## config.mk

```make
export PLATFORM = sky130hd
export DESIGN_NAME = std_timer_compare_pwm
export DESIGN_NICKNAME = d
export VERILOG_FILES = /design/src/hw/timer_pkg.sv /design/src/hw/std_timer_compare_pwm.sv /design/src/hw/match_unit.sv /design/src/hw/pwm_level.sv
export VERILOG_INCLUDE_DIRS = /design/src /design/src/hw
export SDC_FILE = /design/constraint.sdc
export NUM_CORES = 1
export LEC_CHECK = 0
export BUFFER_PORTS_ARGS = -buffer_cell sky130_fd_sc_hd__buf_2
export CORE_MARGIN = 5
export CORE_UTILIZATION = 45
export CTS_CLUSTER_DIAMETER = 30
export DETAILED_ROUTE_END_ITERATION = 10
export HOLD_SLACK_MARGIN = 0.15
export PLACE_DENSITY_LB_ADDON = 0.05
export SLEW_MARGIN = 20
export SYNTH_ARGS = -nofsm -noshare
export SYNTH_HDL_FRONTEND = slang
export SYNTH_SLANG_ARGS = --single-unit
```

## constraint.sdc

```tcl
create_clock -name pclk -period 7.17 [get_ports pclk]
set_input_delay 0 -clock pclk [delete_from_list [all_inputs] [get_ports pclk]]
set_output_delay 0 -clock pclk [all_outputs]
set_load 0.02 [all_outputs]
```

## src/hw/timer_cfg.svh

```systemverilog
`ifndef TIMER_CFG_SVH
`define TIMER_CFG_SVH

`define CTRL0_OFS        12'h000
`define CTRL1_OFS        12'h004
`define CMPA_OFS         12'h008
`define CMPP_OFS         12'h00C
`define STATUS_OFS       12'h010
`define COUNT_OFS        12'h014

`define CTRL0_PAUSE_BIT  7
`define CTRL0_ON_BIT     3
`define STATUS_A_BIT     0
`define STATUS_P_BIT     1

`define CTRL0_RESET      8'h00
`define CTRL1_RESET      8'h00

`define CW_DEFAULT       10
`define PW_DEFAULT       3

`endif

```

## src/hw/timer_pkg.sv

```systemverilog
package timer_pkg;

  typedef enum logic [1:0] {
    MODE_COMPARE = 2'b00,
    MODE_CAPTURE = 2'b01,
    MODE_PWM     = 2'b10,
    MODE_TIMER   = 2'b11
  } timer_mode_t;

  typedef enum logic [1:0] {
    PIN_ACT_0 = 2'b00,
    PIN_ACT_1 = 2'b01,
    PIN_ACT_2 = 2'b10,
    PIN_ACT_3 = 2'b11
  } pin_action_t;

  typedef struct packed {
    timer_mode_t mode;
    pin_action_t pin_action;
    logic        output_level_ctrl;
    logic        output_invert;
    logic        duty_period_swap;
    logic        clear_source_select;
  } timer_ctrl1_t;

endpackage

```

## src/hw/std_timer_compare_pwm.sv

```systemverilog
`include "timer_cfg.svh"

module std_timer_compare_pwm
  import timer_pkg::*;
#(
  parameter int CW = `CW_DEFAULT,
  parameter int PW = `PW_DEFAULT
) (
  input  wire logic        pclk,
  input  wire logic        presetn,
  input  wire logic        psel,
  input  wire logic        penable,
  input  wire logic        pwrite,
  input  wire logic [11:0] paddr,
  input  wire logic [31:0] pwdata,
  input  wire logic [3:0]  pstrb,
  output logic      [31:0] prdata,
  output logic             pready,
  output logic             pslverr,
  output logic             timer_output_pin_o,
  output logic             timer_output_pin_oe
);

  generate
    // Compare A high byte lane writes bits CW-1:8, so the counter must be wider than a byte
    if (CW < 9 || CW > 16 || PW < 1 || PW >= CW) begin : g_bad_width
      $error("std_timer_compare_pwm: unsupported counter or period width");
    end
  endgenerate

  typedef struct packed {
    logic               counter_on;
    logic               pause;
    logic               on_prev;
    timer_ctrl1_t       ctrl1;
    logic [CW-1:0]      compare_a_value;
    logic [PW-1:0]      period_compare_value;
    logic [CW-1:0]      count;
    logic               match_a_flag;
    logic               match_p_flag;
    logic               level;
    logic               pin;
    logic               pin_oe;
    logic [31:0]        rdata;
    logic               ready;
    logic               slverr;
  } top_state_t;

  top_state_t s_q;
  top_state_t s_d;

  logic               hit_a;
  logic               hit_p;
  logic               pwm_active;
  logic [CW-1:0]      p_target;
  logic               setup;
  logic               wr;
  logic               mapped;
  logic [31:0]        rd_mux;

  assign p_target = {s_q.period_compare_value, {(CW-PW){1'b0}}};

  match_unit #(
    .W      (CW)
  ) u_match_a (
    .count  (s_q.count),
    .target (s_q.compare_a_value),
    .hit    (hit_a)
  );

  // Zero period target wraps the counter through its maximum value
  match_unit #(
    .W      (CW)
  ) u_match_p (
    .count  (s_q.count),
    .target (p_target),
    .hit    (hit_p)
  );

  pwm_level #(
    .CW     (CW),
    .PW     (PW)
  ) u_pwm (
    .count  (s_q.count),
    .cmp_a  (s_q.compare_a_value),
    .cmp_p  (s_q.period_compare_value),
    .swap   (s_q.ctrl1.duty_period_swap),
    .active (pwm_active)
  );

  assign setup  = psel & ~penable;
  assign wr     = psel & penable & pwrite & s_q.ready;

  always_comb begin
    mapped = 1'b1;
    rd_mux = 32'h0000_0000;
    case (paddr)
      `CTRL0_OFS: begin
        rd_mux[`CTRL0_PAUSE_BIT] = s_q.pause;
        rd_mux[`CTRL0_ON_BIT]    = s_q.counter_on;
      end
      `CTRL1_OFS: begin
        rd_mux[7:0] = s_q.ctrl1;
      end
      `CMPA_OFS: begin
        rd_mux[CW-1:0] = s_q.compare_a_value;
      end
      `CMPP_OFS: begin
        rd_mux[PW-1:0] = s_q.period_compare_value;
      end
      `STATUS_OFS: begin
        rd_mux[`STATUS_A_BIT] = s_q.match_a_flag;
        rd_mux[`STATUS_P_BIT] = s_q.match_p_flag;
      end
      `COUNT_OFS: begin
        rd_mux[CW-1:0] = s_q.count;
      end
      default: begin
        mapped = 1'b0;
      end
    endcase
  end

  always_comb begin
    logic on_rise;
    logic running;
    logic single_pulse;
    logic cmp_like;
    logic clear_hit;
    logic evt_a;
    logic evt_p;
    logic lvl;
    on_rise      = 1'b0;
    running      = 1'b0;
    single_pulse = 1'b0;
    cmp_like     = 1'b0;
    clear_hit    = 1'b0;
    evt_a        = 1'b0;
    evt_p        = 1'b0;
    lvl          = 1'b0;

    s_d = s_q;

    // Bus answers one cycle after setup, so the access phase is always one cycle
    s_d.ready  = setup;
    s_d.slverr = setup & ~mapped;
    s_d.rdata  = (setup & ~pwrite) ? rd_mux : 32'h0000_0000;

    on_rise      = s_q.counter_on & ~s_q.on_prev;
    running      = s_q.counter_on & s_q.on_prev & ~s_q.pause;
    single_pulse = (s_q.ctrl1.mode == MODE_PWM) & (s_q.ctrl1.pin_action == PIN_ACT_3);
    cmp_like     = (s_q.ctrl1.mode == MODE_COMPARE) | (s_q.ctrl1.mode == MODE_TIMER);

    case (s_q.ctrl1.mode)
      MODE_COMPARE, MODE_TIMER: begin
        evt_a     = running & hit_a;
        evt_p     = running & hit_p & ~s_q.ctrl1.clear_source_select;
        clear_hit = s_q.ctrl1.clear_source_select ? hit_a : hit_p;
      end
      MODE_PWM: begin
        if (single_pulse) begin
          evt_a     = running & hit_a;
          clear_hit = 1'b0;
        end else begin
          evt_a     = running & hit_a;
          evt_p     = running & hit_p;
          clear_hit = s_q.ctrl1.duty_period_swap ? hit_a : hit_p;
        end
      end
      MODE_CAPTURE: begin
        evt_p     = running & hit_p;
        clear_hit = hit_p;
      end
      default: begin
        clear_hit = 1'b0;
      end
    endcase

    s_d.on_prev = s_q.counter_on;
    if (on_rise) begin
      s_d.count = '0;
    end else if (running) begin
      if (single_pulse & hit_a) begin
        s_d.count = s_q.count;
      end else if (clear_hit) begin
        s_d.count = '0;
      end else begin
        s_d.count = s_q.count + {{(CW-1){1'b0}}, 1'b1};
      end
    end

    // Hardware stop in single pulse ends the pulse at the A match
    if (single_pulse & evt_a) begin
      s_d.counter_on = 1'b0;
    end

    if (wr & (paddr == `STATUS_OFS) & pstrb[0]) begin
      if (pwdata[`STATUS_A_BIT]) begin
        s_d.match_a_flag = 1'b0;
      end
      if (pwdata[`STATUS_P_BIT]) begin
        s_d.match_p_flag = 1'b0;
      end
    end
    // A match in the clearing cycle must not be lost
    if (evt_a) begin
      s_d.match_a_flag = 1'b1;
    end
    if (evt_p) begin
      s_d.match_p_flag = 1'b1;
    end

    lvl = s_q.level;
    case (s_q.ctrl1.mode)
      MODE_COMPARE: begin
        if (on_rise) begin
          lvl = s_q.ctrl1.output_level_ctrl;
        end else if (evt_a) begin
          case (s_q.ctrl1.pin_action)
            PIN_ACT_1: lvl = 1'b0;
            PIN_ACT_2: lvl = 1'b1;
            PIN_ACT_3: lvl = ~s_q.level;
            default:   lvl = s_q.level;
          endcase
        end
      end
      MODE_PWM: begin
        case (s_q.ctrl1.pin_action)
          PIN_ACT_0: lvl = ~s_q.ctrl1.output_level_ctrl;
          PIN_ACT_1: lvl = s_q.ctrl1.output_level_ctrl;
          PIN_ACT_2: lvl = s_q.ctrl1.output_level_ctrl ? pwm_active : ~pwm_active;
          PIN_ACT_3: lvl = s_d.counter_on ? s_q.ctrl1.output_level_ctrl
                                          : ~s_q.ctrl1.output_level_ctrl;
          default:   lvl = s_q.level;
        endcase
      end
      default: begin
        lvl = s_q.level;
      end
    endcase
    s_d.level = lvl;

    // Pin is released in timer and capture modes, so the output bits do nothing
    s_d.pin_oe = (s_q.ctrl1.mode == MODE_COMPARE) | (s_q.ctrl1.mode == MODE_PWM);
    s_d.pin    = s_d.pin_oe & (lvl ^ s_q.ctrl1.output_invert);

    // Software writes land last on control so a write of counter_on wins the stop
    if (wr & pstrb[0]) begin
      case (paddr)
        `CTRL0_OFS: begin
          s_d.pause      = pwdata[`CTRL0_PAUSE_BIT];
          s_d.counter_on = pwdata[`CTRL0_ON_BIT];
        end
        `CTRL1_OFS: begin
          s_d.ctrl1 = timer_ctrl1_t'(pwdata[7:0]);
        end
        `CMPA_OFS: begin
          s_d.compare_a_value[7:0] = pwdata[7:0];
        end
        `CMPP_OFS: begin
          s_d.period_compare_value = pwdata[PW-1:0];
        end
        default: begin
          s_d.pause = s_d.pause;
        end
      endcase
    end
    if (wr & pstrb[1] & (paddr == `CMPA_OFS)) begin
      s_d.compare_a_value[CW-1:8] = pwdata[CW-1:8];
    end

    if (cmp_like) begin
      s_d.level = s_d.level;
    end
  end

  always_ff @(posedge pclk or negedge presetn) begin
    if (!presetn) begin
      s_q       <= '0;
      s_q.ctrl1 <= timer_ctrl1_t'(`CTRL1_RESET);
    end else begin
      s_q <= s_d;
    end
  end

  assign prdata              = s_q.rdata;
  assign pready              = s_q.ready;
  assign pslverr             = s_q.slverr;
  assign timer_output_pin_o  = s_q.pin;
  assign timer_output_pin_oe = s_q.pin_oe;

endmodule

```

## src/hw/match_unit.sv

```systemverilog
module match_unit #(
  parameter int W = 10
) (
  input  wire logic [W-1:0] count,
  input  wire logic [W-1:0] target,
  output logic              hit
);

  logic [W-1:0] next_count;

  // Match fires one count early so the cleared cycle makes the period exact
  assign next_count = count + {{(W-1){1'b0}}, 1'b1};
  assign hit        = (next_count == target);

endmodule

```

## src/hw/pwm_level.sv

```systemverilog
module pwm_level #(
  parameter int CW = 10,
  parameter int PW = 3
) (
  input  wire logic [CW-1:0] count,
  input  wire logic [CW-1:0] cmp_a,
  input  wire logic [PW-1:0] cmp_p,
  input  wire logic          swap,
  output logic               active
);

  logic [CW:0] p_span;
  logic [CW:0] period;
  logic [CW:0] duty;

  // Zero period value means the full count of the counter
  assign p_span = (cmp_p == '0) ? {1'b1, {CW{1'b0}}} : {1'b0, cmp_p, {(CW-PW){1'b0}}};
  assign period = swap ? {1'b0, cmp_a} : p_span;
  assign duty   = swap ? p_span : {1'b0, cmp_a};
  assign active = (duty >= period) | ({1'b0, count} < duty);

endmodule

```

==> reports/metrics.csv <==
stage;metric;value;unit
sta;Relative slew margins;41.7;%
worst_setup_path;Worst R2R Start;s_q[63];
drt;Via-to-Cell Ratio;5.57;
floorplanning;chip width;100;µm
worst_setup_path;R2R setup slack;3.75;ns
worst_setup_path;CP Capture Point;timer_output_pin_o;
logic_synthesis;synth warn;0;
logic_synthesis;Post-synth top flop;dfrtp_1;
worst_setup_path;CP Capture Type;flop;
power;Design Power;508;µW
clock_tree;CTS H-tree lvls;2;
logic_synthesis;post-synthesis sequential area ratio;34.9;%
clock_tree;CTS Buf Count;5;
sta;fmax;293;MHz
grt;largest net degree at the start of global routing;52;
logic_synthesis;most common cell in the netlist;dfrtp_1;
power;Net Sw Power;135;µW
logic_synthesis;EDFF count, synth;0;
logic_synthesis;Seq cells post-synth;51;
grt;met2 Usage GRT;32.9;%
power;Peak VDD IR;0.0921;mV
floorplanning;Die ar.;0.0100;mm²
grt;gr busiest metal;met2;
power;Sw Ratio;26.6;%
min_path;Cells on Worst Hold Path;4;
logic_synthesis;Post-synth top cells;51 x dfrtp_1, 39 x buf_4, 31 x nand2_1, 27 x nor2_1, 18 x mux2_2;
placed_design;post-DP HPWL;6990;µm
sta;hold violation total from the final report;0;
drt;Routed Antenna Nets;0;
logic_synthesis;Netlist Area Pre-Place;0.00366;mm²
power;clock network power share;35.4;%
run_status;status;completed;
logic_synthesis;asr flop ratio synth;100;%
power;Internal;373;µW
sta;Tmin final;3.42;ns
layout;fraction of layout cells with a size suffix above 1;19.0;%
logic_synthesis;Synth cell types;64;
floorplanning;Die H;100;µm
power;Power Dens Cells;127;mW/mm²
layout;Filler cells;755;
clock_tree;clk root buf;clkbuf_8;
floorplanning;initial core utilization;46.8;%
grt;met3 usage;2.71;%
grt;GRT Util Overall;19.6;%
worst_setup_path;Max Fanout on Critical Path;20;
clock_tree;Clock Sinks;51;
power;Lkg Pwr;1.81;nW
worst_setup_path;critical path class;reg -> reg;
clock_tree;clk_lat worst skew;0.31;ns
min_path;Hold Crit Start;paddr[2];
drt;detailed-route via count;2972;
min_path;Hold Crit Class;in -> reg;
clock_tree;CTS tree;done;
logic_synthesis;Synth top area share;34.9;%
sta;skew final;0.00886;ns
drt;WL per Instance;17.6;µm
logic_synthesis;ranking of synthesized cells by area;dfrtp_1 35%, buf_4 8.0%, mux2_2 5.5%;
sta;Setup TNS Final;0;ns
placed_design;I/O Buffers;42;
sta;Final period util;47.7;%
layout;diode count;0;
layout;final instance area;0.00401;mm²
grt;initial antenna violation count;0;
clock_tree;CTS resizes;0;
grt;global-route wire length before repair;15700;µm
placed_design;gpl congestion;0.854;
grt;grt ovf;0;
floorplanning;num rows;32;
floorplanning;I/O pin count;89;
worst_setup_path;r2r endpoint;timer_output_pin_o;
sta;Setup-failing EPs final;0;
clock_tree;clk slew on worst S/H paths;0.11;ns
layout;nets@finish;497;
grt;vias in the first global route;2999;
clock_tree;clk buf depth;2;
worst_setup_path;Req. time, crit path;7.38;ns
worst_setup_path;Critical Path AT;3.63;ns
logic_synthesis;Post-Syn Area per Cell;9.33;µm²
worst_setup_path;FF-to-FF path depth;11;
drt;DRC;0;
power;logic gate share of total power;7.8;%
placed_design;Placed Area;0.00373;mm²
worst_setup_path;CP startpoint;s_q[63];
worst_setup_path;startpoint types;flop;
layout;Syn-to-layout area delta;9.65;%
sta;worst slew pin tran;0.873;ns
logic_synthesis;Synth Instances;392;
sta;Max Slew Vio Count;0;
grt;M1 GR Usage;27.3;%
logic_synthesis;leading area contributor after synthesis;dfrtp_1;
drt;final wirelength;9390;µm
sta;RSZ-0062 raised after global routing;false;
drt;DRT Pass-1 Iters;4;
drt;Iteration-0 DRC Markers;209;
power;sequential power share;56.8;%
floorplanning;Core Region;0.00781;mm²
run;max-cap viol count;0;
-- layer usage --
| layer | share of wire (%) | wire (µm) | vias up |
|---|---|---|---|
| met3 | 5.8 | 543 | 6 |
| met2 | 49 | 4580 | 75 |
| met4 | 0.74 | 69 | 0 |
| met1 | 45 | 4190 | 1460 |
| met5 | 0 | 0 | - |
| li1 | - | - | 1431 |
-- placed cells by master, fill, tap and decap left out, types with 3 or more instances in the layout --
| cell type | instances |
|---|---|
| and3_1 | 5 |
| a21boi_0 | 3 |
| or3_1 | 3 |
| nand3_1 | 14 |
| nor4_1 | 9 |
| xnor2_1 | 11 |
| dfrtp_1 | 51 |
| nand4_1 | 3 |
| a31oi_1 | 3 |
| nand2b_1 | 11 |
| o22ai_1 | 5 |
| a221oi_1 | 5 |
| and2_1 | 3 |
| nor3_1 | 7 |
| conb_1 | 22 |
| ha_1 | 13 |
| dlygate4sd3_1 | 19 |
| nand2_1 | 31 |
| buf_2 | 42 |
| mux2_2 | 18 |
| a22o_1 | 3 |
| inv_1 | 13 |
| o21ai_0 | 16 |
| a21oi_1 | 12 |
| and4_1 | 3 |
| nor2b_1 | 4 |
| a222oi_1 | 5 |
| clkbuf_8 | 5 |
| o21ai_1 | 3 |
| mux2i_1 | 9 |
| xor2_1 | 10 |
| nor2_1 | 27 |
-- registers in the layout, summed over array words and instances (netlist names) --
name,cells
s_q,33
prdata,10
p_target,3
pready,1
pslverr,1
s_d,1
timer_output_pin_o,1
timer_output_pin_oe,1
-- critical path, cell delays in order (launching register included) --
cell and delay (ns):
dfrtp_1 0.78, mux2i_1 0.31, inv_1 0.07, ha_1 0.31
nor4b_1 0.43, o211ai_1 0.20, o22ai_1 0.16, o2111ai_1 0.11
and3_1 0.26, or3_1 0.32, a31o_1 0.25, mux2i_1 0.12
-- cell type report --
type	count	area [µm²]	share of cell area, %
Clock buffer	5	68.8	1.72
Clock inverter	3	23.8	0.593
Inverter	13	48.8	1.22
Multi-Input combinational cell	297	2050	51.1
Sequential cell	51	1280	31.8
Tap cell	102	128	3.18
Timing Repair Buffer	63	415	10.4
-- power by group through the flow --
stage / registers, mW / clock network [mW] / logic [mW]
after floorplan: 0.295 / 0 / 0.0234
after global placement: 0.294 / 0 / 0.0322
after detailed placement: 0.294 / 0 / 0.0325
after CTS: 0.288 / 0.183 / 0.0393
after global routing: 0.289 / 0.195 / 0.0437
final: 0.288 / 0.180 / 0.0395
-- metrics by stage --
stage	instances	setup WS, ns	util [%]	hold slack [ns]
floorplan	413	4.23	-	-0.296
global placement	507	3.82	47.7	0.164
detailed placement	507	3.75	47.7	0.171
CTS	534	3.75	51.4	0.159
global route	534	3.51	51.4	0.179
finish	534	3.75	51.4	0.160
-- repair_timing --
action / in CTS / in global routing
hold endpoints to repair: 83 / 0
hold buffers: 19 / 0
buffers inserted: 0 / 0
-- kinds of logic (layout without fill, tap and decap cells) --
kind of cell               count (synthesis)  count (layout)  synth area share, %
other                                      1              22                0.103
xor gates and xnor gates                  24              24                 6.71
adders and majority gates                 15              15                 5.03
buffers and inverters                     65              84                 11.2
DFF                                       51              51                 34.9
AOI/OAI and AO/OA                         75              75                 14.1
and+or+nand+nor                          134             134                 19.9
muxes                                     27              27                 8.01
-- how the worst min path moves through the flow --
stage,slack (ns),end
5_1_grt,0.18,s_q[61]
3_5_place_dp,0.17,timer_output_pin_oe
3_3_place_gp,0.16,prdata[7]
6_report,0.16,s_q[38]
4_1_cts,0.16,s_q[38]
2_1_floorplan,-0.30,p_target[7]
(Power assumes the default switching activity.)
